File: src/pkg/vos_pkg.sv
// Constants and types shared by the valve output supervision block
package vos_pkg;

    // Clock and persistence timing
    localparam int unsigned CLK_HZ        = 100_000_000;
    localparam int unsigned SAVE_PERIOD_S = 30;
    localparam logic [31:0] SAVE_CYCLES   =
        32'(64'(CLK_HZ) * 64'(SAVE_PERIOD_S));

    // Supply windows in millivolts
    localparam logic [15:0] CTRL_HI_MV = 16'h6590;
    localparam logic [15:0] CTRL_LO_MV = 16'h5208;
    localparam logic [15:0] OUT_HI_MV  = 16'h6590;
    localparam logic [15:0] OUT_LO_MV  = 16'h4e20;

    // Count limit range and scale
    localparam logic [15:0] LIMIT_MIN  = 16'h0001;
    localparam logic [15:0] LIMIT_MAX  = 16'hfde8;
    localparam logic [31:0] LIMIT_UNIT = 32'h0000_03e8;

    // Register byte offsets
    localparam logic [7:0] OFF_CTRL     = 8'h00;
    localparam logic [7:0] OFF_HT_CFG   = 8'h04;
    localparam logic [7:0] OFF_FAULT    = 8'h08;
    localparam logic [7:0] OFF_IDLE     = 8'h0c;
    localparam logic [7:0] OFF_LIMIT    = 8'h10;
    localparam logic [7:0] OFF_UNIT_ERR = 8'h14;
    localparam logic [7:0] OFF_CH_ERR   = 8'h18;
    localparam logic [7:0] OFF_IRQ_STAT = 8'h1c;
    localparam logic [7:0] OFF_IRQ_MASK = 8'h20;
    localparam logic [7:0] OFF_CNT_SEL  = 8'h24;
    localparam logic [7:0] OFF_CNT_VAL  = 8'h28;

    // Control register fields
    localparam int CTRL_MON_BIT    = 0;
    localparam int OUT_MON_BIT     = 1;
    localparam int SHORT_EN_BIT    = 2;
    localparam int RESTART_MAN_BIT = 3;
    localparam int PRIO_HT_BIT     = 4;
    localparam int CTRL_W          = 5;
    localparam logic [4:0] CTRL_RST = 5'h07;

    // Terminal-only config fields
    localparam int OPEN_EN_BIT = 0;
    localparam int CNT_EN_BIT  = 1;
    localparam int LIMIT_EN_BIT = 16;
    localparam logic [15:0] LIMIT_RST = 16'hfde8;

    // Event bits: status, mask and unit error share this layout
    localparam int EV_CTRL_SUP = 0;
    localparam int EV_OUT_SUP  = 1;
    localparam int EV_SHORT    = 2;
    localparam int EV_OPEN     = 3;
    localparam int EV_COUNT    = 4;
    localparam int EV_W        = 5;

    typedef enum logic [1:0] {
        ACT_OFF      = 2'b00,
        ACT_HOLD     = 2'b01,
        ACT_FORCE_ON = 2'b10
    } vos_action_e;

    typedef enum logic [0:0] {
        SV_WAIT = 1'b0,
        SV_SEND = 1'b1
    } vos_save_e;

endpackage

File: src/hdl/vos_channel.sv
// One valve channel: output action, activation count and channel errors
`timescale 1ns/1ps
`default_nettype none
module vos_channel (
    input  wire logic        clk,
    input  wire logic        rst,
    input  wire logic        cmd,
    input  wire logic        comm_fault,
    input  wire logic        comm_idle,
    input  wire logic        prio_ht,
    input  wire logic        unit_hold,
    input  wire logic [1:0]  fault_act,
    input  wire logic [1:0]  idle_act,
    input  wire logic        open_sense,
    input  wire logic        open_en,
    input  wire logic        cnt_en,
    input  wire logic [15:0] limit,
    input  wire logic        load_valid,
    input  wire logic [31:0] load_count,
    output logic             valve_out,
    output logic [31:0]      count,
    output logic             open_err,
    output logic             cnt_err
);
    typedef struct packed {
        logic        out;
        logic        held;
        logic [31:0] cnt;
        logic        open_err;
        logic        cnt_err;
    } vos_ch_s;

    vos_ch_s q, d;
    logic [1:0] act;

    always_comb begin
        d   = q;
        act = vos_pkg::ACT_OFF;
        if (!(comm_fault || comm_idle)) begin
            d.out  = cmd;
            d.held = cmd;
        end else begin
            // RL8 RL13 priority select
            if (prio_ht) begin
                // Fault beats idle: a broken link is the harder case
                act = comm_fault ? fault_act : idle_act;
            end else begin
                act = unit_hold ? vos_pkg::ACT_HOLD : vos_pkg::ACT_OFF;
            end
            // RL7 fault idle action
            unique case (act)
                vos_pkg::ACT_HOLD:     d.out = q.held;
                vos_pkg::ACT_FORCE_ON: d.out = 1'b1;
                default:               d.out = 1'b0;
            endcase
        end
        // RL9 RL11 count, restore
        if (load_valid) begin
            d.cnt = load_count;
        end else if (d.out && !q.out && q.cnt != 32'hffff_ffff) begin
            d.cnt = q.cnt + 32'h0000_0001;
        end
        // RL6 open circuit error
        d.open_err = open_en && open_sense;
        // RL9 RL10 limit scaled
        d.cnt_err = cnt_en && (q.cnt > 32'(limit) * vos_pkg::LIMIT_UNIT);
    end

    always_ff @(posedge clk) begin
        if (rst) begin
            q <= '0;
        end else begin
            q <= d;
        end
    end

    assign valve_out = q.out;
    assign count     = q.cnt;
    assign open_err  = q.open_err;
    assign cnt_err   = q.cnt_err;
endmodule // vos_channel
`default_nettype wire

File: src/hdl/vos_top.sv
// Valve output supervision: monitors, fail-safe outputs, counters, registers
// Operation
// [RL1] Control supply monitor on by default; error above 26 V or below 21 V
// [RL2] Output supply monitor on by default; error above 26 V or below 20 V
// [RL3] Short detection on by default raises unit error; off raises none
// [RL4] Automatic restart, the default, clears short error once short is gone
// [RL5] Manual restart keeps short error latched until next power-up; clearing short enable clears it too
// [RL6] Open detection, off by default, raises error per disconnected channel
// [RL7] Per channel fault and idle actions: off default, hold or force on
// [RL8] Per channel actions apply only when priority selects the terminal
// [RL9] Count each activation; error above limit if counter error enabled
// [RL10] Limit accepted 1 to 65000, compared in thousands of activations
// [RL11] Save counts every 30 s; resume from saved value after power-up
// [RL12] Open enable, actions and counter settings writable by terminal only
// [RL13] Priority picks unit switch off/hold or terminal per channel actions
// [RL14] Both writers equal, latest wins; master values restored on relink (code gives the bus write priority in the same cycle)
//
// Register access over Wishbone and the register addresses were decided locally.
`timescale 1ns/1ps
`default_nettype none
module vos_top #(
    parameter int          NCH         = 8,
    parameter logic [31:0] SAVE_CYCLES = vos_pkg::SAVE_CYCLES,
    localparam int         CW          = (NCH > 1) ? $clog2(NCH) : 1
) (
    input  wire logic             clk,
    input  wire logic             rst,
    input  wire logic             wb_cyc_i,
    input  wire logic             wb_stb_i,
    input  wire logic             wb_we_i,
    input  wire logic [7:0]       wb_adr_i,
    input  wire logic [3:0]       wb_sel_i,
    input  wire logic [31:0]      wb_dat_i,
    output logic [31:0]           wb_dat_o,
    output logic                  wb_ack_o,
    input  wire logic             ht_wr_en,
    input  wire logic [7:0]       ht_addr,
    input  wire logic [31:0]      ht_wdata,
    input  wire logic             link_up,
    input  wire logic             comm_fault,
    input  wire logic             comm_idle,
    input  wire logic             unit_hold,
    input  wire logic [NCH-1:0]   valve_cmd,
    input  wire logic [15:0]      ctrl_supply_mv,
    input  wire logic [15:0]      out_supply_mv,
    input  wire logic             short_sense,
    input  wire logic [NCH-1:0]   open_sense,
    output logic [NCH-1:0]        valve_out,
    input  wire logic             nvm_load_valid,
    input  wire logic [CW-1:0]    nvm_load_ch,
    input  wire logic [31:0]      nvm_load_count,
    output logic                  nvm_save_valid,
    output logic [CW-1:0]         nvm_save_ch,
    output logic [31:0]           nvm_save_count,
    output logic                  irq
);
    typedef struct packed {
        logic                           ack;
        logic [31:0]                    rdata;
        logic [vos_pkg::CTRL_W-1:0]     ctrl;
        logic [vos_pkg::CTRL_W-1:0]     master_ctrl;
        logic                           open_en;
        logic                           cnt_en;
        logic [15:0]                    limit;
        logic [2*NCH-1:0]               fault_act;
        logic [2*NCH-1:0]               idle_act;
        logic                           ctrl_err;
        logic                           out_err;
        logic                           short_err;
        logic [vos_pkg::EV_W-1:0]       irq_stat;
        logic [vos_pkg::EV_W-1:0]       irq_mask;
        logic [CW-1:0]                  cnt_sel;
        logic                           link_prev;
        vos_pkg::vos_save_e             save_st;
        logic [31:0]                    save_tmr;
        logic [CW-1:0]                  save_idx;
        logic                           save_valid;
        logic [CW-1:0]                  save_ch;
        logic [31:0]                    save_cnt;
    } vos_top_s;

    vos_top_s q, d;

    logic [NCH-1:0]      ch_open_err;
    logic [NCH-1:0]      ch_cnt_err;
    logic [NCH*32-1:0]   ch_count;
    logic [vos_pkg::EV_W-1:0] unit_err;
    logic [vos_pkg::EV_W-1:0] ev_set;
    logic                wb_req;
    logic                wb_wr;
    logic                wb_rd;
    logic [31:0]         wb_wmask;
    logic [31:0]         rd_mux;
    logic                ctrl_bad;
    logic                out_bad;

    genvar g;
    generate
        for (g = 0; g < NCH; g = g + 1) begin : g_ch
            vos_channel u_ch (
                .clk        (clk),
                .rst        (rst),
                .cmd        (valve_cmd[g]),
                .comm_fault (comm_fault),
                .comm_idle  (comm_idle),
                // RL8 priority gates
                .prio_ht    (q.ctrl[vos_pkg::PRIO_HT_BIT]),
                .unit_hold  (unit_hold),
                .fault_act  (q.fault_act[2*g +: 2]),
                .idle_act   (q.idle_act[2*g +: 2]),
                .open_sense (open_sense[g]),
                .open_en    (q.open_en),
                .cnt_en     (q.cnt_en),
                .limit      (q.limit),
                // RL11 restore count
                .load_valid (nvm_load_valid && nvm_load_ch == CW'(g)),
                .load_count (nvm_load_count),
                .valve_out  (valve_out[g]),
                .count      (ch_count[32*g +: 32]),
                .open_err   (ch_open_err[g]),
                .cnt_err    (ch_cnt_err[g])
            );
        end
    endgenerate

    // Byte lanes of a write
    always_comb begin
        for (int b = 0; b < 4; b++) begin
            wb_wmask[8*b +: 8] = {8{wb_sel_i[b]}};
        end
    end

    assign wb_req = wb_cyc_i && wb_stb_i;
    // Write and read-clear happen on the edge that sees ack high
    assign wb_wr  = wb_req && q.ack && wb_we_i;
    assign wb_rd  = wb_req && q.ack && !wb_we_i;

    // RL1 RL2 window compare
    assign ctrl_bad = (ctrl_supply_mv > vos_pkg::CTRL_HI_MV)
                   || (ctrl_supply_mv < vos_pkg::CTRL_LO_MV);
    assign out_bad  = (out_supply_mv > vos_pkg::OUT_HI_MV)
                   || (out_supply_mv < vos_pkg::OUT_LO_MV);

    always_comb begin
        unit_err = '0;
        unit_err[vos_pkg::EV_CTRL_SUP] = q.ctrl_err;
        unit_err[vos_pkg::EV_OUT_SUP]  = q.out_err;
        unit_err[vos_pkg::EV_SHORT]    = q.short_err;
        unit_err[vos_pkg::EV_OPEN]     = |ch_open_err;
        unit_err[vos_pkg::EV_COUNT]    = |ch_cnt_err;
        ev_set = unit_err;
    end

    always_comb begin
        rd_mux = '0;
        unique case (wb_adr_i)
            vos_pkg::OFF_CTRL:     rd_mux = 32'(q.ctrl);
            vos_pkg::OFF_HT_CFG:   rd_mux = 32'({q.cnt_en, q.open_en});
            vos_pkg::OFF_FAULT:    rd_mux = 32'(q.fault_act);
            vos_pkg::OFF_IDLE:     rd_mux = 32'(q.idle_act);
            vos_pkg::OFF_LIMIT:    rd_mux = 32'(q.limit);
            vos_pkg::OFF_UNIT_ERR: rd_mux = 32'(unit_err);
            vos_pkg::OFF_CH_ERR:   rd_mux = {16'h0000,
                                             8'(ch_cnt_err), 8'(ch_open_err)};
            vos_pkg::OFF_IRQ_STAT: rd_mux = 32'(q.irq_stat);
            vos_pkg::OFF_IRQ_MASK: rd_mux = 32'(q.irq_mask);
            vos_pkg::OFF_CNT_SEL:  rd_mux = 32'(q.cnt_sel);
            vos_pkg::OFF_CNT_VAL:  rd_mux = ch_count[32*q.cnt_sel +: 32];
            default:               rd_mux = '0;
        endcase
    end

    always_comb begin
        d = q;
        // Bus answer: one cycle after request, dropped the next cycle
        d.ack = wb_req && !q.ack;
        if (wb_req && !q.ack) begin
            d.rdata = rd_mux;
        end

        // RL14 latest writer wins; a bus write beats a terminal write in the same cycle
        if (wb_wr && wb_adr_i == vos_pkg::OFF_CTRL) begin
            d.ctrl = (q.ctrl & ~wb_wmask[vos_pkg::CTRL_W-1:0])
                   | (wb_dat_i[vos_pkg::CTRL_W-1:0]
                      & wb_wmask[vos_pkg::CTRL_W-1:0]);
            d.master_ctrl = d.ctrl;
        end else if (ht_wr_en && ht_addr == vos_pkg::OFF_CTRL) begin
            // Terminal writes leave the master copy untouched
            d.ctrl = ht_wdata[vos_pkg::CTRL_W-1:0];
        end
        // RL14 relink restores master
        d.link_prev = link_up;
        if (link_up && !q.link_prev) begin
            d.ctrl = q.master_ctrl;
        end

        // RL12 terminal only settings
        if (ht_wr_en) begin
            unique case (ht_addr)
                vos_pkg::OFF_HT_CFG: begin
                    d.open_en = ht_wdata[vos_pkg::OPEN_EN_BIT];
                    d.cnt_en  = ht_wdata[vos_pkg::CNT_EN_BIT];
                end
                vos_pkg::OFF_FAULT: d.fault_act = ht_wdata[2*NCH-1:0];
                vos_pkg::OFF_IDLE:  d.idle_act  = ht_wdata[2*NCH-1:0];
                vos_pkg::OFF_LIMIT: begin
                    // RL10 range check; out of range limit values dropped, enable bit still taken
                    if (ht_wdata[15:0] >= vos_pkg::LIMIT_MIN
                        && ht_wdata[15:0] <= vos_pkg::LIMIT_MAX) begin
                        d.limit = ht_wdata[15:0];
                    end
                    d.cnt_en = ht_wdata[vos_pkg::LIMIT_EN_BIT];
                end
                default: ;
            endcase
        end

        if (wb_wr && wb_adr_i == vos_pkg::OFF_IRQ_MASK) begin
            d.irq_mask = (q.irq_mask & ~wb_wmask[vos_pkg::EV_W-1:0])
                       | (wb_dat_i[vos_pkg::EV_W-1:0]
                          & wb_wmask[vos_pkg::EV_W-1:0]);
        end
        if (wb_wr && wb_adr_i == vos_pkg::OFF_CNT_SEL && wb_sel_i[0]) begin
            d.cnt_sel = wb_dat_i[CW-1:0];
        end

        // RL1 control supply window
        d.ctrl_err = q.ctrl[vos_pkg::CTRL_MON_BIT] && ctrl_bad;
        // RL2 output supply window
        d.out_err = q.ctrl[vos_pkg::OUT_MON_BIT] && out_bad;

        // RL3 short detect gate
        if (!q.ctrl[vos_pkg::SHORT_EN_BIT]) begin
            d.short_err = 1'b0;
        end else if (short_sense) begin
            d.short_err = 1'b1;
        end else if (!q.ctrl[vos_pkg::RESTART_MAN_BIT]) begin
            // RL4 auto restart clears
            d.short_err = 1'b0;
        end
        // RL5 manual latch: only reset, the power-up, clearing short enable, or auto restart with the short gone clears it

        // Read clears only bits it returned; a set still wins
        if (wb_rd && wb_adr_i == vos_pkg::OFF_IRQ_STAT) begin
            d.irq_stat = (q.irq_stat & ~q.rdata[vos_pkg::EV_W-1:0]) | ev_set;
        end else begin
            d.irq_stat = q.irq_stat | ev_set;
        end

        // RL11 periodic count save
        d.save_valid = 1'b0;
        unique case (q.save_st)
            vos_pkg::SV_WAIT: begin
                if (q.save_tmr >= SAVE_CYCLES - 32'h0000_0001) begin
                    d.save_tmr = '0;
                    d.save_idx = '0;
                    d.save_st  = vos_pkg::SV_SEND;
                end else begin
                    d.save_tmr = q.save_tmr + 32'h0000_0001;
                end
            end
            vos_pkg::SV_SEND: begin
                // One channel per cycle; the timer keeps running meanwhile
                d.save_tmr   = q.save_tmr + 32'h0000_0001;
                d.save_valid = 1'b1;
                d.save_ch    = q.save_idx;
                d.save_cnt   = ch_count[32*q.save_idx +: 32];
                if (q.save_idx == CW'(NCH - 1)) begin
                    d.save_st = vos_pkg::SV_WAIT;
                end else begin
                    d.save_idx = q.save_idx + CW'(1);
                end
            end
        endcase
    end

    always_ff @(posedge clk) begin
        if (rst) begin
            q             <= '0;
            q.ctrl        <= vos_pkg::CTRL_RST;
            q.master_ctrl <= vos_pkg::CTRL_RST;
            q.limit       <= vos_pkg::LIMIT_RST;
            q.save_st     <= vos_pkg::SV_WAIT;
        end else begin
            q <= d;
        end
    end

    assign wb_ack_o       = q.ack;
    assign wb_dat_o       = q.rdata;
    assign nvm_save_valid = q.save_valid;
    assign nvm_save_ch    = q.save_ch;
    assign nvm_save_count = q.save_cnt;
    assign irq            = |(q.irq_stat & q.irq_mask);
endmodule // vos_top
`default_nettype wire

File: config.mk
export PLATFORM = sky130hd
export DESIGN_NAME = vos_top
export DESIGN_NICKNAME = d
export VERILOG_FILES = /design/src/pkg/vos_pkg.sv /design/src/hdl/vos_channel.sv /design/src/hdl/vos_top.sv
export SDC_FILE = /design/constraint.sdc
export NUM_CORES = 2
export LEC_CHECK = 0
export BUFFER_PORTS_ARGS = -buffer_cell sky130_fd_sc_hd__buf_2
export CAP_MARGIN = 10
export CORE_MARGIN = 2
export CORE_UTILIZATION = 45
export CTS_BUF_LIST = sky130_fd_sc_hd__clkbuf_2 sky130_fd_sc_hd__clkbuf_4 sky130_fd_sc_hd__clkbuf_8
export DETAILED_ROUTE_END_ITERATION = 6
export PLACE_DENSITY_LB_ADDON = 0.1
export RECOVER_POWER = 50
export SKIP_LAST_GASP = 1
export SYNTH_ARGS = -nofsm -noshare
export SYNTH_HDL_FRONTEND = slang
export SYNTH_SLANG_ARGS = --single-unit
File: constraint.sdc
create_clock -name clk -period 10.25 [get_ports clk]
set_input_delay 1.025 -clock clk [delete_from_list [all_inputs] [get_ports clk]]
set_output_delay 1.025 -clock clk [all_outputs]
set_load 0.01 [all_outputs]
* Word-level counts from Yosys, hierarchy flattened
Index checks and enable logic that the tools add are counted.
** Word-level totals
- Register bits after elaboration :: 470
- Memory bits (writable) :: 0
- Memories :: 0
- Bits in read-only memories :: 0
- Bits of input ports :: 179
- Latch bits :: 0
** Cells by class
- Reductions and logical operators :: 92
- Multiplexer cells :: 72
- $lt $le $gt $ge :: 15
- Add/subtract/negate cells :: 10
- $mul :: 1
- Eq/ne operators :: 49
- Div/mod/pow operators :: 0
- Shift operators :: 2
- Bitwise operators :: 13
** Operators by type and width (count)
- 32-bit two-way mux :: 17
- 256-bit by 9-bit indexed part select with 32-bit output :: 2
- 32-bit one-hot mux with 11 select lines :: 1
- 32-bit by 1-bit adder with 32-bit output (second input constant) :: 9
- 32-bit by 26-bit > comparator with 1-bit output :: 8
- 32-bit != test (second input constant) :: 8
- 36-bit one-hot mux with 2 select lines :: 1
- 1-bit logical AND :: 55
- 2-bit two-way mux :: 24
- 8-bit by 5-bit equality test with 1-bit output (second input constant) :: 5
- 36-bit two-way mux :: 1
- 8-bit by 4-bit equality test with 1-bit output (second input constant) :: 4
- 32-bit >= comparator (second input constant) :: 1
- 16-bit by 15-bit > comparator with 1-bit output (second input constant) :: 2
- 16-bit by 15-bit < comparator with 1-bit output (second input constant) :: 2
- 5-bit bitwise AND :: 5
- 8-bit by 6-bit equality test with 1-bit output (second input constant) :: 3
- 16-bit by 7-bit multiplier with 23-bit output (second input constant) :: 1
- 5-bit two-way mux :: 4
- 5-bit bitwise OR :: 4
- 1-bit one-hot mux with 2 select lines :: 9
- 2-bit nonzero test :: 9
- 2-bit by 1-bit equality test with 1-bit output (second input constant) :: 8
- 2-bit equality test (second input constant) :: 8
- 22 further kinds :: 63

* Depth between registers and ports, before layout
- Depth after elaboration :: 10
- Gate-level depth with buffers :: 24

* By module
Synthesis repeated with hierarchy kept, for this count alone.
** Second synthesis, totals
- Cells, all modules :: 6452
- Area, all modules :: 57252.4 sq um
** Modules (own cells, without submodules)
- vos_channel at g_ch[0].u_ch ... :: area each 5604.1 sq um, instances 3, cells an instance 655
- vos_top :: area each 12522.0 sq um, instances 1, cells an instance 1272
- vos_channel at g_ch[3].u_ch ... :: area each 5562.8 sq um, instances 2, cells an instance 637
- vos_channel at g_ch[6].u_ch :: area each 5749.3 sq um, instances 1, cells an instance 654
- vos_channel at g_ch[7].u_ch :: area each 5562.8 sq um, instances 1, cells an instance 641
- vos_channel at g_ch[5].u_ch :: area each 5480.3 sq um, instances 1, cells an instance 646

* Worst setup path after synthesis
No wires, ideal clock.
- Path kind :: reg-to-reg
- Start point :: register q[121] (netlist name)
- End point :: register g_ch[4].u_ch.q, in the netlist g_ch[4].u_ch.cnt_err
- Library setup time :: 0.126 ns
- Slack :: 3.947 ns
- Buffers on the path :: 0
- Stages on the path, launching flop included :: 22
- Data arrival time :: 6.177 ns
- Cell sequence :: dfxtp_1 -> fa_1 -> fa_1 -> inv_1 -> fa_1 -> fa_1 -> inv_1 -> ha_1 -> o211ai_1 -> a21oi_1 -> o32ai_1 -> o21ai_0 -> or4b_2 -> and3_1 -> a311oi_1 -> ha_1 -> and4_1 -> and3_1 -> o31ai_1 -> a22oi_1 -> o31ai_1 -> nor3_1
** Between the ends
- Cells in the longest elaborated chain, start to end :: 3
** RTL lines
- 16-bit by 7-bit multiplier with 23-bit output :: RTL line vos_channel.sv:66 : d.cnt_err = cnt_en && (q.cnt > 32'(limit) * vos_pkg::LIMIT_UNIT);
- 32-bit by 26-bit > comparator with 1-bit output :: RTL line vos_channel.sv:66
- 1-bit logical AND :: RTL line vos_channel.sv:66
- end signal, assigned :: RTL line vos_channel.sv:71 : q <= '0;
- end signal, assigned :: RTL line vos_channel.sv:73 : q <= d;
- end, declared :: RTL line vos_channel.sv:33 : vos_ch_s q, d;
No other way between the ends.
A chain may end at the register's enable or synchronous reset.

==> results_dict.tcl <==
set metrics [dict create \
    outcome "finished with violations" \
    violations "capacitance limit, slew limit" \
    cts-root-buf "clkbuf_8" \
    yosys-top-cells-area "dfxtp_1 27%, ha_1 9.5%, mux4_2 8.2%" \
    grt.met1_usage_pct 42.9 \
    synth_area_sq_um 34700 \
    r2r_end "g_ch[2].u_ch.cnt_err$_SDFF_PP0_" \
    worstSetupEndpoint "q[36]$_SDFFE_PP0P_" \
    setup_tns_ns 0 \
    layout_min_cycle_time_ns 8.56 \
    crit_chain "clkbuf_1 > clkbuf_1 > clkbuf_2 > nor3_1 > a31o_2" \
    postRouteAntennaNets 0 \
    top_usage_layer "met2" \
    skew_ns 0.0600 \
    wire_per_inst_microns 24.3 \
    synth_top_area_share_pct 27.1 \
    track_usage_pct 30.7 \
    clkLatencyLatePin_ns 0.73 \
    grt_pass1_vias 28900 \
    htreeDepth 3 \
    placed_cell_area_sq_um 35900 \
    power_leakage_nw 14.4 \
    dp_hpwl_microns 93200 \
    reg2reg_from "q[122]$_SDFFE_PP0P_" \
    final.period_utilization_pct 83.5 \
    overflow 0 \
    fin_nets 4465 \
    r2r_cells 22 \
    yosysWarnings 0 \
    worst_slew_margin_rel_pct -241 \
    synth_top_family_by_area "simple AND/OR/NAND/NOR gates" \
    rsz0062_at_grt "false" \
    via_per_inst 6.05 \
    synth_area_leader_cell "dfxtp_1" \
    cp_num_cells 5 \
    r2r_setup_slack_ns 2.46 \
    p_switching_mw 1.30 \
    io_pins 257 \
    syn_nets 4435 \
    core_region_area_sq_um 76100 \
    met2_usage_pct 47.2 \
    muxShareOfSynthArea_pct 12.9 \
    clockBufferDepth 3 \
    worst_path_most_repeated_cell "clkbuf_1" \
    avgSynthCellArea_sq_um 8.81 \
    post_cts_resized 0 \
    place_congestion 0.951 \
    worst_slack_ns 1.69 \
    postSynth.asyncResetShare_pct 0 \
    drive_above_1_share_pct 13.6 \
    drc 0 \
    drtIter0Drc 2392 \
    maxCapViolations 5 \
    fp.dieArea_sq_um 79300 \
    start_kind "primary input" \
    slowest_delay_ns 3.50 \
    worstPathArrival_ns 9.12 \
    use_met3_pct 3.56 \
    fin_area_sq_um 37900 \
    ir_drop_mv 0.0802 \
    cts_buffers 89 \
    grt_max_degree 106 \
    grt_pass1_wl_microns 183000 \
    worst_pin_slew_ns 5.11 \
    path_max_fanout 105 \
    hold_path_class "flip-flop to flip-flop" \
    setup_viol 0 \
    p_int_mw 3.33 \
    cts_setup_buffers 0 \
    antenna_found_initial 4 \
    vias 30700 \
    synthXorXnorAreaFrac_pct 6.84 \
    path_buf_inv 3 \
    synthTopCellsByCount "504 x nor2_1, 470 x dfxtp_1, 263 x ha_1, 249 x a211oi_1, 234 x nand2_1" \
    clockPowerShare_pct 47.2 \
    ys_types 94 \
    synth-compound-area-share_pct 14.2 \
    synth_edf_count 0 \
    synthSimpleGateAreaFrac_pct 20.0 \
    die_height_microns 282 \
    synthFlopType "dfxtp_1" \
    clkTransAtPathRegs_ns 0.06 \
    crit_start "rst" \
    cts.sinks 470 \
    p_per_area_nw_per_um2 122 \
    hold_violations 0 \
    endpoint_kind "flip-flop" \
    first_pass_iters 6 \
    fmax_ghz 0.117 \
    place_ws_ns 2.48 \
    crit_family "buffers and inverters" \
    power.share.sequential_pct 42.5 \
    ys_seq_area_share_pct 27.1 \
    synthAdderAreaFrac_pct 12.6 \
    power_frac_comb_pct 10.3 \
    fp-row-count 101 \
    yosysMostFrequentCell "nor2_1" \
    yosys_register_bits 470 \
    wl_microns 123000 \
    ctsHoldBuffers 0 \
    worstPathRequired_ns 10.81 \
    chipWidth_microns 282 \
    initial_core_util_pct 45.6 \
    cts_tree "done" \
    synthCells 3939 \
    crit_type "primary input to flip-flop" \
    p_sw_share_pct 28.0 \
    cp_slowest_cell "clkbuf_1" \
    drv_slew 378 \
    io_buffers 211 \
    area_growth_pct 9.10 \
]
[registers in the layout (all words and copies together) (netlist names), named ones only]
register and cells:
g_ch.u_ch.cnt_err 8, nvm_save_ch 3, g_ch.u_ch.valve_out 8, ev_set 3
g_ch.u_ch.open_err 8, nvm_save_valid 1, g_ch.u_ch.count 256, q 105
nvm_save_count 32, wb_ack_o 1, g_ch.u_ch.q 8, wb_dat_o 32
[stage by stage]
stage                     util (%)  power (mW)  cells  hold slack, ns
after CTS                     49.9        4.65   5071           0.452
after floorplan                  -        2.28   3939           0.426
after global routing          49.8        4.79   5075           0.477
after global placement        47.2        2.46   4907           0.439
after detailed placement      47.2        2.47   4907           0.444
final                         49.8        4.63   5076           0.453
[area by class of cell]
cell class                      instances  area [sq um]
Clock buffer                          137          1730
Inverter                              170           638
Fill cell                            7501         38200
Multi-Input combinational cell       2986         23200
Antenna cell                            4          10.0
Timing Repair Buffer                  252          1250
Sequential cell                       470          9430
Clock inverter                         27           358
Tap cell                             1030          1290
[layer usage]
metal,wire length (microns),share of wire [%]
met5,0,0
met2,54800,44
met3,8590,7.0
met4,6160,5.0
met1,53600,44
[logic make-up after synthesis]
| kind of cell | Yosys count |
|---|---|
| mux | 284 |
| fa+ha+maj | 317 |
| buf+inv | 483 |
| simple gates | 1395 |
| compound gates | 719 |
| flops | 470 |
| xor+xnor | 271 |
[how the worst min path moves through the flow]
stage | slack (ns) | cells after the start | start | end
after floorplan | 0.43 | 1 | q[39]$_SDFF_PP0_ | q[39]$_SDFF_PP0_
after global placement | 0.44 | 2 | wb_dat_o[9]$_SDFFE_PP0P_ | wb_dat_o[9]$_SDFFE_PP0P_
after detailed placement | 0.44 | 2 | wb_dat_o[11]$_SDFFE_PP0P_ | wb_dat_o[11]$_SDFFE_PP0P_
after CTS | 0.45 | 2 | wb_dat_o[11]$_SDFFE_PP0P_ | wb_dat_o[11]$_SDFFE_PP0P_
after global routing | 0.48 | 2 | g_ch[0].u_ch.q[34]$_SDFFE_PP0P_ | g_ch[0].u_ch.q[34]$_SDFFE_PP0P_
final | 0.45 | 2 | wb_dat_o[11]$_SDFFE_PP0P_ | wb_dat_o[11]$_SDFFE_PP0P_
[power groups by stage]
stage	Clock [mW]	Combinational [mW]	Sequential (mW)
finish	2.19	0.478	1.97
global route	2.30	0.521	1.97
CTS	2.22	0.469	1.96
detailed placement	0	0.466	2.00
global placement	0	0.461	2.00
floorplan	0	0.317	1.96
[placed cells by master, fill, tap and decap left out, drive strengths merged, types with 128 or more instances in the layout]
| cell type | instances |
|---|---|
| buf | 168 |
| nand2 | 235 |
| dfxtp | 470 |
| ha | 263 |
| clkbuf | 221 |
| inv | 173 |
| a21oi | 157 |
| mux2i | 131 |
| nand3 | 172 |
| a211oi | 250 |
| nor2 | 504 |
| xor2 | 154 |
| mux4 | 128 |
[worst reg2reg max path, cell delays in order, from the launching register on]
cell and delay, ns:
dfxtp_1 0.58, inv_1 0.44, fa_1 0.68, fa_1 0.44, fa_1 0.50, fa_1 0.52
inv_1 0.05, ha_1 0.34, o211ai_1 0.11, a21oi_1 0.08, o32ai_1 0.36, o21ai_0 0.19
or4b_2 0.66, nand2_1 0.13, xor2_1 0.87, ha_1 0.43, a21oi_1 0.16, nand2_1 0.07
a211oi_1 0.25, o21ai_0 0.13, o221ai_1 0.29, nor4b_1 0.30, nor3_1 0.10
Power figures use the tool's default switching activity.
